`src/limit_regs_defines.svh`:
```
// Offsets, reset values, widths and response codes of the sequencer limit registers
`ifndef LIMIT_REGS_DEFINES_SVH
`define LIMIT_REGS_DEFINES_SVH

`define ADDR_W 8
`define OFS_T0 8'h00
`define OFS_T1 8'h04
`define OFS_SD 8'h08
`define OFS_C0 8'h0c
`define OFS_C1 8'h10
`define LIM_W 16
`define RST_T0 16'hffff
`define RST_LIM 16'h0000
`define UPPER_ZERO 16'h0000
`define RESP_OKAY 2'h0
`define RESP_SLVERR 2'h2

`endif

```
`src/limit_regs_pkg.sv`:
```
// Types shared by the limit register block
`default_nettype none
package limit_regs_pkg;
  typedef enum logic [2:0] {
    SEL_T0 = 3'h0,
    SEL_T1 = 3'h1,
    SEL_SD = 3'h2,
    SEL_C0 = 3'h3,
    SEL_C1 = 3'h4,
    SEL_NONE = 3'h7
  } reg_sel_t;
  typedef logic [15:0] limit_t;
endpackage : limit_regs_pkg
`default_nettype wire

```
`src/reg_bus_if.sv`:
```
// Internal register access strobes between bus slave and register file
`timescale 1ns/1ps
`default_nettype none
interface reg_bus_if;
  logic wr_en;
  logic [7:0] wr_addr;
  logic [31:0] wr_data;
  logic [3:0] wr_strb;
  logic wr_err;
  logic rd_en;
  logic [7:0] rd_addr;
  logic [31:0] rd_data;
  logic rd_err;
  modport slave_side (output wr_en, wr_addr, wr_data, wr_strb, rd_en, rd_addr,
                      input wr_err, rd_data, rd_err);
  modport regs_side (input wr_en, wr_addr, wr_data, wr_strb, rd_en, rd_addr,
                     output wr_err, rd_data, rd_err);
endinterface : reg_bus_if
`default_nettype wire

```
`src/axil_slave.sv`:
```
// AXI4-Lite slave front end turning bus transfers into register strobes
`timescale 1ns/1ps
`default_nettype none
`include "limit_regs_defines.svh"
module axil_slave (
  input wire logic aclk,
  input wire logic aresetn,
  input wire logic [7:0] awaddr,
  input wire logic awvalid,
  output logic awready,
  input wire logic [31:0] wdata,
  input wire logic [3:0] wstrb,
  input wire logic wvalid,
  output logic wready,
  output logic [1:0] bresp,
  output logic bvalid,
  input wire logic bready,
  input wire logic [7:0] araddr,
  input wire logic arvalid,
  output logic arready,
  output logic [31:0] rdata,
  output logic [1:0] rresp,
  output logic rvalid,
  input wire logic rready,
  reg_bus_if.slave_side rb
);
  logic aw_have_reg, aw_have_next, w_have_reg, w_have_next;
  logic [7:0] waddr_reg, waddr_next, raddr_reg, raddr_next;
  logic [31:0] wdata_reg, wdata_next, rdata_reg, rdata_next;
  logic [3:0] wstrb_reg, wstrb_next;
  logic bvalid_reg, bvalid_next, rvalid_reg, rvalid_next;
  logic [1:0] bresp_reg, bresp_next, rresp_reg, rresp_next;
  logic ar_have_reg, ar_have_next;

  assign awready = !aw_have_reg && !bvalid_reg;
  assign wready = !w_have_reg && !bvalid_reg;
  assign arready = !ar_have_reg && !rvalid_reg;
  assign rb.wr_en = aw_have_reg && w_have_reg && !bvalid_reg;
  assign rb.wr_addr = waddr_reg;
  assign rb.wr_data = wdata_reg;
  assign rb.wr_strb = wstrb_reg;
  assign rb.rd_en = ar_have_reg;
  assign rb.rd_addr = raddr_reg;

  always_comb begin
    aw_have_next = aw_have_reg;
    w_have_next = w_have_reg;
    waddr_next = waddr_reg;
    wdata_next = wdata_reg;
    wstrb_next = wstrb_reg;
    bvalid_next = bvalid_reg;
    bresp_next = bresp_reg;
    ar_have_next = ar_have_reg;
    raddr_next = raddr_reg;
    rvalid_next = rvalid_reg;
    rdata_next = rdata_reg;
    rresp_next = rresp_reg;
    if (awvalid && awready) begin
      aw_have_next = 1'b1;
      waddr_next = awaddr;
    end
    if (wvalid && wready) begin
      w_have_next = 1'b1;
      wdata_next = wdata;
      wstrb_next = wstrb;
    end
    if (rb.wr_en) begin
      aw_have_next = 1'b0;
      w_have_next = 1'b0;
      bvalid_next = 1'b1;
      bresp_next = rb.wr_err ? `RESP_SLVERR : `RESP_OKAY;
    end else if (bvalid_reg && bready) begin
      bvalid_next = 1'b0;
    end
    if (arvalid && arready) begin
      ar_have_next = 1'b1;
      raddr_next = araddr;
    end
    if (rb.rd_en) begin
      ar_have_next = 1'b0;
      rvalid_next = 1'b1;
      rdata_next = rb.rd_data;
      rresp_next = rb.rd_err ? `RESP_SLVERR : `RESP_OKAY;
    end else if (rvalid_reg && rready) begin
      rvalid_next = 1'b0;
    end
  end

  always_ff @(posedge aclk) begin
    if (!aresetn) begin
      aw_have_reg <= 1'b0;
      w_have_reg <= 1'b0;
      waddr_reg <= 8'h00;
      wdata_reg <= 32'h0000_0000;
      wstrb_reg <= 4'h0;
      bvalid_reg <= 1'b0;
      bresp_reg <= `RESP_OKAY;
      ar_have_reg <= 1'b0;
      raddr_reg <= 8'h00;
      rvalid_reg <= 1'b0;
      rdata_reg <= 32'h0000_0000;
      rresp_reg <= `RESP_OKAY;
    end else begin
      aw_have_reg <= aw_have_next;
      w_have_reg <= w_have_next;
      waddr_reg <= waddr_next;
      wdata_reg <= wdata_next;
      wstrb_reg <= wstrb_next;
      bvalid_reg <= bvalid_next;
      bresp_reg <= bresp_next;
      ar_have_reg <= ar_have_next;
      raddr_reg <= raddr_next;
      rvalid_reg <= rvalid_next;
      rdata_reg <= rdata_next;
      rresp_reg <= rresp_next;
    end
  end

  assign bvalid = bvalid_reg;
  assign bresp = bresp_reg;
  assign rvalid = rvalid_reg;
  assign rdata = rdata_reg;
  assign rresp = rresp_reg;
endmodule : axil_slave
`default_nettype wire

```
`src/trigger_sequencer_limit_regs.sv`:
```
// Limit registers of the trigger sequencer with their wait, step and loop users
//
// Chosen here: the register offsets and register access over AXI4-Lite.
`timescale 1ns/1ps
`default_nettype none
`include "limit_regs_defines.svh"
module trigger_sequencer_limit_regs
  import limit_regs_pkg::*;
(
  input wire logic aclk,
  input wire logic aresetn,
  input wire logic [7:0] s_axi_awaddr,
  input wire logic s_axi_awvalid,
  output logic s_axi_awready,
  input wire logic [31:0] s_axi_wdata,
  input wire logic [3:0] s_axi_wstrb,
  input wire logic s_axi_wvalid,
  output logic s_axi_wready,
  output logic [1:0] s_axi_bresp,
  output logic s_axi_bvalid,
  input wire logic s_axi_bready,
  input wire logic [7:0] s_axi_araddr,
  input wire logic s_axi_arvalid,
  output logic s_axi_arready,
  output logic [31:0] s_axi_rdata,
  output logic [1:0] s_axi_rresp,
  output logic s_axi_rvalid,
  input wire logic s_axi_rready,
  input wire logic wait_t0_start,
  output logic wait_t0_busy,
  output logic wait_t0_done,
  input wire logic wait_t1_start,
  output logic wait_t1_busy,
  output logic wait_t1_done,
  input wire logic step_start,
  output logic step_busy,
  output logic step_done,
  input wire logic [1:0] jump_eval,
  output logic [1:0] jump_done,
  output logic [1:0] jump_take
);
  reg_bus_if rb ();

  axil_slave u_bus (
    .aclk(aclk),
    .aresetn(aresetn),
    .awaddr(s_axi_awaddr),
    .awvalid(s_axi_awvalid),
    .awready(s_axi_awready),
    .wdata(s_axi_wdata),
    .wstrb(s_axi_wstrb),
    .wvalid(s_axi_wvalid),
    .wready(s_axi_wready),
    .bresp(s_axi_bresp),
    .bvalid(s_axi_bvalid),
    .bready(s_axi_bready),
    .araddr(s_axi_araddr),
    .arvalid(s_axi_arvalid),
    .arready(s_axi_arready),
    .rdata(s_axi_rdata),
    .rresp(s_axi_rresp),
    .rvalid(s_axi_rvalid),
    .rready(s_axi_rready),
    .rb(rb.slave_side)
  );

  // Low address bits ignored: every register is one aligned word
  function automatic reg_sel_t decode(input logic [7:0] addr);
    case ({addr[7:2], 2'b00})
      `OFS_T0: decode = SEL_T0;
      `OFS_T1: decode = SEL_T1;
      `OFS_SD: decode = SEL_SD;
      `OFS_C0: decode = SEL_C0;
      `OFS_C1: decode = SEL_C1;
      default: decode = SEL_NONE;
    endcase
  endfunction : decode

  reg_sel_t wr_sel, rd_sel;
  limit_t t0_reg, t0_next, t1_reg, t1_next, sd_reg, sd_next;
  limit_t c0_reg, c0_next, c1_reg, c1_next;
  limit_t wr_merged, rd_val;

  assign wr_sel = decode(rb.wr_addr);
  assign rd_sel = decode(rb.rd_addr);
  assign rb.wr_err = (wr_sel == SEL_NONE);
  assign rb.rd_err = (rd_sel == SEL_NONE);

  always_comb begin
    unique case (rd_sel)
      SEL_T0: rd_val = t0_reg;
      SEL_T1: rd_val = t1_reg;
      SEL_SD: rd_val = sd_reg;
      SEL_C0: rd_val = c0_reg;
      SEL_C1: rd_val = c1_reg;
      default: rd_val = `RST_LIM;
    endcase
  end

  // Upper half-word always reads as zero
  assign rb.rd_data = {`UPPER_ZERO, rd_val};

  always_comb begin
    unique case (wr_sel)
      SEL_T0: wr_merged = t0_reg;
      SEL_T1: wr_merged = t1_reg;
      SEL_SD: wr_merged = sd_reg;
      SEL_C0: wr_merged = c0_reg;
      SEL_C1: wr_merged = c1_reg;
      default: wr_merged = `RST_LIM;
    endcase
    // Only strobes 1:0 matter; upper lanes have no storage
    if (rb.wr_strb[0]) wr_merged[7:0] = rb.wr_data[7:0];
    if (rb.wr_strb[1]) wr_merged[15:8] = rb.wr_data[15:8];
  end

  always_comb begin
    t0_next = t0_reg;
    t1_next = t1_reg;
    sd_next = sd_reg;
    c0_next = c0_reg;
    c1_next = c1_reg;
    if (rb.wr_en) begin
      unique case (wr_sel)
        SEL_T0: t0_next = wr_merged;
        SEL_T1: t1_next = wr_merged;
        SEL_SD: sd_next = wr_merged;
        SEL_C0: c0_next = wr_merged;
        SEL_C1: c1_next = wr_merged;
        default: ;
      endcase
    end
  end

  always_ff @(posedge aclk) begin
    if (!aresetn) begin
      t0_reg <= `RST_T0;
      t1_reg <= `RST_LIM;
      sd_reg <= `RST_LIM;
      c0_reg <= `RST_LIM;
      c1_reg <= `RST_LIM;
    end else begin
      t0_reg <= t0_next;
      t1_reg <= t1_next;
      sd_reg <= sd_next;
      c0_reg <= c0_next;
      c1_reg <= c1_next;
    end
  end

  // Each limit only acts on its own kind of step
  wait_counter u_t0 (
    .aclk(aclk),
    .aresetn(aresetn),
    .start(wait_t0_start),
    .load(t0_reg),
    .busy(wait_t0_busy),
    .done(wait_t0_done)
  );

  wait_counter u_t1 (
    .aclk(aclk),
    .aresetn(aresetn),
    .start(wait_t1_start),
    .load(t1_reg),
    .busy(wait_t1_busy),
    .done(wait_t1_done)
  );

  // One base clock plus the programmed delay
  wait_counter u_step (
    .aclk(aclk),
    .aresetn(aresetn),
    .start(step_start),
    .load(sd_reg),
    .busy(step_busy),
    .done(step_done)
  );

  // Loop counters: limit captured on the first pass of a loop
  limit_t loop_lim [0:1];
  limit_t cnt_reg [0:1];
  limit_t cnt_next [0:1];
  limit_t lat_reg [0:1];
  limit_t lat_next [0:1];
  logic [1:0] jdone_reg, jdone_next, jtake_reg, jtake_next;

  assign loop_lim[0] = c0_reg;
  assign loop_lim[1] = c1_reg;

  always_comb begin
    limit_t eff;
    eff = `RST_LIM;
    jdone_next = 2'b00;
    jtake_next = 2'b00;
    for (int i = 0; i < 2; i++) begin
      cnt_next[i] = cnt_reg[i];
      lat_next[i] = lat_reg[i];
      if (jump_eval[i]) begin
        // Sampling at loop entry keeps a mid-loop write from skewing the count
        eff = (cnt_reg[i] == 16'h0000) ? loop_lim[i] : lat_reg[i];
        lat_next[i] = eff;
        jdone_next[i] = 1'b1;
        if (cnt_reg[i] != eff) begin
          jtake_next[i] = 1'b1;
          cnt_next[i] = cnt_reg[i] + 16'h0001;
        end else begin
          cnt_next[i] = 16'h0000;
        end
      end
    end
  end

  always_ff @(posedge aclk) begin
    if (!aresetn) begin
      cnt_reg <= '{16'h0000, 16'h0000};
      lat_reg <= '{16'h0000, 16'h0000};
      jdone_reg <= 2'b00;
      jtake_reg <= 2'b00;
    end else begin
      cnt_reg <= cnt_next;
      lat_reg <= lat_next;
      jdone_reg <= jdone_next;
      jtake_reg <= jtake_next;
    end
  end

  assign jump_done = jdone_reg;
  assign jump_take = jtake_reg;

  upper_zero_a: assert property (
    @(posedge aclk) disable iff (!aresetn)
    s_axi_rvalid |-> s_axi_rdata[31:16] == 16'h0000)
    else $error("upper half-word of read data not zero");

  t0_zero_a: assert property (
    @(posedge aclk) disable iff (!aresetn)
    (wait_t0_start && t0_reg == 16'h0000) |=> wait_t0_done)
    else $error("timer zero wait with zero limit did not end next cycle");

  t1_one_a: assert property (
    @(posedge aclk) disable iff (!aresetn)
    (wait_t1_start && t1_reg == 16'h0001) ##1 !wait_t1_start
      |-> !wait_t1_done ##1 wait_t1_done)
    else $error("timer one wait with limit one not two cycles");

  step_base_a: assert property (
    @(posedge aclk) disable iff (!aresetn)
    (step_start && sd_reg == 16'h0000) |=> step_done)
    else $error("step with zero delay not one cycle");

  step_six_a: assert property (
    @(posedge aclk) disable iff (!aresetn)
    (step_start && sd_reg == 16'h0006) ##1 (!step_start && !step_done)[*6]
      |=> step_done)
    else $error("step with delay six not seven cycles");

  loop_exit_a: assert property (
    @(posedge aclk) disable iff (!aresetn)
    (jump_eval[0] && cnt_reg[0] == 16'h0000 && c0_reg == 16'h0000)
      |=> jump_done[0] && !jump_take[0])
    else $error("counter zero loop with zero count did not fall through");

  reset_clear_a: assert property (
    @(posedge aclk)
    !aresetn |=> (t1_reg == 16'h0000 && sd_reg == 16'h0000 &&
                  c0_reg == 16'h0000 && c1_reg == 16'h0000 && t0_reg == `RST_T0))
    else $error("limit registers not at reset values after reset");

  c1_byte_a: assert property (
    @(posedge aclk) disable iff (!aresetn)
    (rb.wr_en && wr_sel == SEL_C1 && rb.wr_strb[1:0] == 2'b10)
      |=> c1_reg == {$past(rb.wr_data[15:8]), $past(c1_reg[7:0])})
    else $error("counter one limit byte write wrong");

  loop_take_a: assert property (
    @(posedge aclk) disable iff (!aresetn)
    (jump_eval[1] && cnt_reg[1] == 16'h0000 && c1_reg != 16'h0000)
      |=> jump_take[1])
    else $error("counter one loop not taken on first pass");

  late_write_a: assert property (
    @(posedge aclk) disable iff (!aresetn)
    (jump_eval[0] && cnt_reg[0] != 16'h0000) |=> lat_reg[0] == $past(lat_reg[0]))
    else $error("loop limit resampled in the middle of a loop");

  step_cover_c: cover property (
    @(posedge aclk) disable iff (!aresetn)
    step_start && sd_reg == 16'h0006 ##7 step_done);

  loop_cover_c: cover property (
    @(posedge aclk) disable iff (!aresetn)
    jump_take[1] ##[1:20] (jump_done[1] && !jump_take[1]));

  err_cover_c: cover property (
    @(posedge aclk) disable iff (!aresetn)
    s_axi_bvalid && s_axi_bresp == `RESP_SLVERR);
endmodule : trigger_sequencer_limit_regs
`default_nettype wire

```
`src/wait_counter.sv`:
```
// Down counter that pulses done one clock plus the loaded count after start
`timescale 1ns/1ps
`default_nettype none
module wait_counter (
  input wire logic aclk,
  input wire logic aresetn,
  input wire logic start,
  input wire logic [15:0] load,
  output logic busy,
  output logic done
);
  logic [15:0] cnt_reg, cnt_next;
  logic busy_reg, busy_next;
  logic done_reg, done_next;

  always_comb begin
    cnt_next = cnt_reg;
    busy_next = busy_reg;
    done_next = 1'b0;
    if (start) begin
      // Load at start so a later write only affects the next run
      // Start cycle is the base clock, so a zero count finishes at once
      if (load == 16'h0000) begin
        busy_next = 1'b0;
        done_next = 1'b1;
      end else begin
        cnt_next = load - 16'h0001;
        busy_next = 1'b1;
      end
    end else if (busy_reg) begin
      if (cnt_reg == 16'h0000) begin
        busy_next = 1'b0;
        done_next = 1'b1;
      end else begin
        cnt_next = cnt_reg - 16'h0001;
      end
    end
  end

  always_ff @(posedge aclk) begin
    if (!aresetn) begin
      cnt_reg <= 16'h0000;
      busy_reg <= 1'b0;
      done_reg <= 1'b0;
    end else begin
      cnt_reg <= cnt_next;
      busy_reg <= busy_next;
      done_reg <= done_next;
    end
  end

  assign busy = busy_reg;
  assign done = done_reg;
endmodule : wait_counter
`default_nettype wire
```
`config.mk`:
```
export PLATFORM = sky130hd
export DESIGN_NAME = trigger_sequencer_limit_regs
export DESIGN_NICKNAME = d
export VERILOG_FILES = /design/src/limit_regs_pkg.sv /design/src/reg_bus_if.sv /design/src/axil_slave.sv /design/src/trigger_sequencer_limit_regs.sv /design/src/wait_counter.sv
export VERILOG_INCLUDE_DIRS = /design/src
export SDC_FILE = /design/constraint.sdc
export NUM_CORES = 1
export LEC_CHECK = 0
export ABC_CLOCK_PERIOD_IN_PS = 4100
export BUFFER_PORTS_ARGS = -buffer_cell sky130_fd_sc_hd__buf_2
export CELL_PAD_IN_SITES_DETAIL_PLACEMENT = 1
export CELL_PAD_IN_SITES_GLOBAL_PLACEMENT = 1
export CORE_MARGIN = 2
export CORE_UTILIZATION = 45
export DETAILED_ROUTE_END_ITERATION = 16
export PLACE_DENSITY = 0.81
export SLEW_MARGIN = 5
export SYNTH_ARGS = -nofsm -noshare
export SYNTH_HDL_FRONTEND = slang
export SYNTH_SLANG_ARGS = --single-unit
```
`constraint.sdc`:
```
create_clock -name aclk -period 4.1 [get_ports aclk]
set_input_delay 0.205 -clock aclk [delete_from_list [all_inputs] [get_ports aclk]]
set_output_delay 0.205 -clock aclk [all_outputs]
set_load 0.05 [all_outputs]
```
======== Word-level counts from Yosys, hierarchy flattened ========
Index checks and enable logic that the tools add are counted.
Widths: inputs -> output; s select.
storage, ports and cells
  input bits .............................. 64
  logic and storage cells ................. 169
  register bits ........................... 261
  output and inout port bits .............. 51
operators by class
  mux-type cells .......................... 57
  $add $sub $neg .......................... 8
  reductions and logical operators ........ 44
  equality and inequality tests ........... 26
  bitwise logic cells ..................... 1
operators with widths
  cell                   number
  $mux 16                16
  $logic_not 16->1       8
  $sub 16x1->16 const B  6
  $pmux 16 s5            1
  $pmux 16 s4            1
  $mux 1                 33
  $add 16x1->16 const B  2
  $ne 16x16->1           2
  $pmux 3 s5             2
  $eq 6x2->1 const B     4
  $mux 8                 2
  $reduce_and 2->1       7
  $eq 3x2->1 const B     4
  $eq 3x3->1 const B     4
  $eq 6x1->1 const B     2
  $eq 6x3->1 const B     2
  $logic_not 6->1        2
  $ne 2x2->1 const B     6
  $logic_and 1x1->1      10
  $reduce_bool 2->1      5
  $reduce_and 3->1       3
  $eq 3x1->1 const B     2
  $logic_not 3->1        2
  $logic_not 1->1        5
  3 further kinds        5

======== Logic depth before layout (Yosys ltp) ========
  depth after elaboration ................. 5
  mapped depth ............................ 13
  depth with buffers taken out ............ 9

======== By module ========
From an unflattened synthesis, not the netlist that was laid out.
second synthesis, totals
  cells, all modules ...................... 1825
  area, all modules ....................... 15203.3 µm²
by module, submodules not included
  module                        area each (µm²)  sequential area each (µm²)  instances  cells each
  trigger_sequencer_limit_regs  7494.7           2962.8                      1          891
  axil_slave                    3419.5           1821.7                      1          368
  wait_counter (u_step ...)     1435.1           360.3                       2          192
  wait_counter (u_t1)           1418.9           360.3                       1          182

======== Least setup slack after synthesis ========
OpenSTA, ideal clock, no wires.
  path kind ............................... in2reg
  from .................................... in wait_t1_start
  to ...................................... reg u_t1.cnt_reg[14]
  setup time .............................. 74 ps
  data required time ...................... 4026 ps
  path buffers ............................ 5
  stages on the path ...................... 13
  setup slack ............................. 1144 ps
  arrival ................................. 2881 ps
  path through ............................ buf_2 -> buf_1 -> clkbuf_1 -> clkbuf_1 -> mux2i_1 -> ha_1 -> o21ai_0 -> or2_1 -> clkbuf_1 -> nor2_2 -> nand2_1 -> a2111o_1 -> a31oi_1
on the way
  word-level cells in the longest chain between the ends .. 2
  elaborated cells on any way between the ends .. 5
  classes of those cells .................. 2 x eq/ne; 1 x mux; 2 x reduce/logical
RTL lines
  element                                                           RTL line                            text
  from (decl)                                                       trigger_sequencer_limit_regs.sv:32  input wire logic wait_t1_start,
  $ne 2x2->1 (no source line) or $reduce_bool 2->1 (tied branches)  -
  $reduce_and 3->1 (no source line)                                 -
  to (signal assigned)                                              wait_counter.sv:46                  cnt_reg <= cnt_next;
  to (decl)                                                         wait_counter.sv:12                  logic [15:0] cnt_reg, cnt_next;
Several ways; a longest one is shown, not always the timed one.
A chain may end at the register's enable or synchronous reset.

======== Final worst setup path ========
  from .................................... reg cnt_reg[1] (netlist name)
  to ...................................... reg cnt_reg[3] (netlist name)
on the way
  word-level cells in the longest chain between the ends .. 4
  elaborated cells on any way between the ends .. 5
  classes of those cells .................. 1 x add/sub; 1 x eq/ne; 2 x mux; 1 x reduce/logical
RTL lines
  element                                                RTL line                             text
  from (decl)                                            trigger_sequencer_limit_regs.sv:182  limit_t cnt_reg [0:1];
  from (signal assigned)                                 trigger_sequencer_limit_regs.sv:216  cnt_reg <= '{16'h0000, 16'h0000};
  from (signal assigned)                                 trigger_sequencer_limit_regs.sv:221  cnt_reg <= cnt_next;
  branches (longest 3 deep; another with $add 16x1->16)  -
  $mux 16 *                                              trigger_sequencer_limit_regs.sv:204  if (cnt_reg[i] != eff) begin
Every way passes the cells marked *.

==> out/metrics.cfg <==
[power_and_ir_drop]
power.total_mw=6.814
ir_drop_uv=258.8
p_leak_nw=5.570
p_per_area_mw_per_mm2=463.0

[floorplanning]
std_cell_rows=61
die_w_um=173.1
die_y_um=173.1
core_region_area_mm2=0.02793
initial_utilization=0.4604
die_area_mm2=0.02995
ios=115

[route]
drcViolationCount=0
routedWlPerCell_um=21.54
routed-wl-met2_mm=21.35
first_pass_iters=7
route.vias.total=12752
via_per_inst=6.169
routed_wl_mm=44.52
drt_iter0_drc=1246
wl_met3_mm=2.829
drt-met1-wl_mm=18.97
ant_nets=0
highest_layer=met4

[finish]
mostFrequentLayoutCells=255 x dfxtp_1, 237 x nand2_1, 174 x a21oi_1
fillers=3430
n_antenna_cell=0
drive_above_1_share=0.1036
final_cell_area_mm2=0.01472
area_growth_pct=14.43
nets=1738
final_common_cell=dfxtp_1

[cts]
clock_path_buffers=3
cts.repair.resized=0
cts_buffers=28
cts_tree=done
cts.sinks=255
clk_latency_ns=0.55
cts_root_buf=clkbuf_16
path_clk_slew_ns=0.06
htreeDepth=1

[grt]
grt_overflow=0
grt_pass1_vias=13072
grt_usage=0.2893
grt_pass1_wl_mm=70.99
grt_max_degree=68
antenna_found_initial=0

[setup_path]
crit_path_end_kind=register
critPathRequiredTime_ns=4.50
critical_path_class=reg2reg
crit_fanout=13
critical_path_arrival_ns=3.35
startpoint_type=register

[timing]
fmax_ghz=0.3393
period_needed_ns=2.947
setup_viol=0
finalCritPeriodShare=0.7189
setup_tns_ns=0
finalWorstSetupSlack_ns=1.153
hold_violations=0
drv_slew=0
slew_headroom=0.3052
rsz0062_at_grt=no
fin_worst_skew_ns=0.01525
worst_pin_slew_ns=1.038

[run]
maxCapViolations=0

[logic_synthesis]
avgSynthCellArea_um2=7.919
async_flop_share=0
yosysWarnings=0
synthDistinctLibCells=79
synth_largest_area_cell=dfxtp_1
synth_area_leaders=dfxtp_1 40%, nand2_1 6.9%, a21oi_1 6.8%, nor2_1 4.5%, o21ai_0 3.8%
synth-main-ff-cell=dfxtp_1
synth_edf_count=0
synth_seq_area_share=0.3969
synth_area_mm2=0.01286
postSynthCellCount=1624
netlist.area_leader.share=0.3969
ys_ff_latch=255

[place]
pre_cts_slack_ns=1.154
postPlaceCellArea_mm2=0.01331
gp_congestion=0.8958
dp.final_hpwl_mm=30.19
port_buffers=74

[min_path]
hold_path_class=in2reg

[outcome]
outcome=completed

[metal layers]
metal / vias up / track usage
li1: 5904 / -
met1: 6304 / 0.3712
met2: 459 / 0.4977
met3: 85 / 0.03804
met4: 0 / 0.1045
met5: - / 0
[metrics by stage]
stage               hold WS, ns  instances    util
floorplan                0.3410       1641       -
global placement         0.4436       1981  0.4763
detailed placement       0.4493       1981  0.4763
CTS                     0.08911       2067  0.5268
global route             0.1208       2067  0.5268
finish                   0.1073       2067  0.5268
[cells in the mapped netlist (all sizes together) (5+ instances only)]
master	instances
a21oi	176
ha	7
nor4	25
and2	9
inv	25
nand4	17
o2111ai	14
o211ai	17
or3	8
dfxtp	255
nor2	167
xor2	43
or4	8
o21ai	113
nor3b	11
o311ai	5
o21a	5
a31oi	12
nor2b	9
and3	15
clkbuf	77
nand2	237
buf	52
o22ai	6
mux2i	47
a22oi	35
nand2b	14
a222oi	34
nand3	35
xnor2	30
nor3	45
a21o	6
or2	5
[cell type report]
class / count / area, um2 / area share
clock buffer: 37 / 815.8 / 0.05543
timing repair buffer: 125 / 838.3 / 0.05696
sequential: 255 / 5105 / 0.3469
inverter: 27 / 103.9 / 0.007057
clock inverter: 15 / 255.2 / 0.01734
tap: 378 / 473.0 / 0.03214
multi-input combinational: 1230 / 7126 / 0.4842
[power by group]
group | internal [mW] | leakage, nW | switching (mW)
logic | 0.375 | 2.97 | 0.817
registers | 2.58 | 2.07 | 0.128
clock network | 1.83 | 0.526 | 1.08
total | 4.79 | 5.57 | 2.02
[final timing paths]
| path | from | to | slack, ns | depth (start not counted) |
|---|---|---|---|---|
| setup / recovery | cnt_reg[1]$_SDFFE_PN0P_ | cnt_reg[3]$_SDFFE_PN0P_ | 1.15 | 8 |
| hold reg to reg | lat_reg[18]$_SDFFE_PN0P_ | lat_reg[18]$_SDFFE_PN0P_ | 0.46 | 2 |
| hold / removal | step_start | u_step.cnt_reg[13]$_SDFFE_PN0P_ | 0.11 | 3 |
| setup reg to reg | cnt_reg[1]$_SDFFE_PN0P_ | cnt_reg[3]$_SDFFE_PN0P_ | 1.15 | 8 |
[cells by family after synthesis]
group	after synthesis	share of synthesized area
flops	255	0.3969
mux	49	0.03833
fa+ha+maj	7	0.006810
other cells	1	0.0002916
compound gates	461	0.2244
simple gates	622	0.2286
xor+xnor	73	0.04971
buf+inv	156	0.05487
[worst max-delay path, stage by stage, from the launching register on]
cell and delay (ns):
dfxtp_1 0.36, inv_1 0.16, ha_1 0.16, nor4b_2 0.24
nand4_1 0.22, nor4_1 0.32, a31oi_1 0.25, o41ai_4 0.97
nor2_1 0.12
[timing repair]
| action | in CTS | in global routing |
|---|---|---|
| hold buffers | 34 | 0 |
| setup buffers | 0 | 0 |
| hold endpoints to repair | 34 | 0 |
Note: power is estimated with default switching activity, not from simulation.
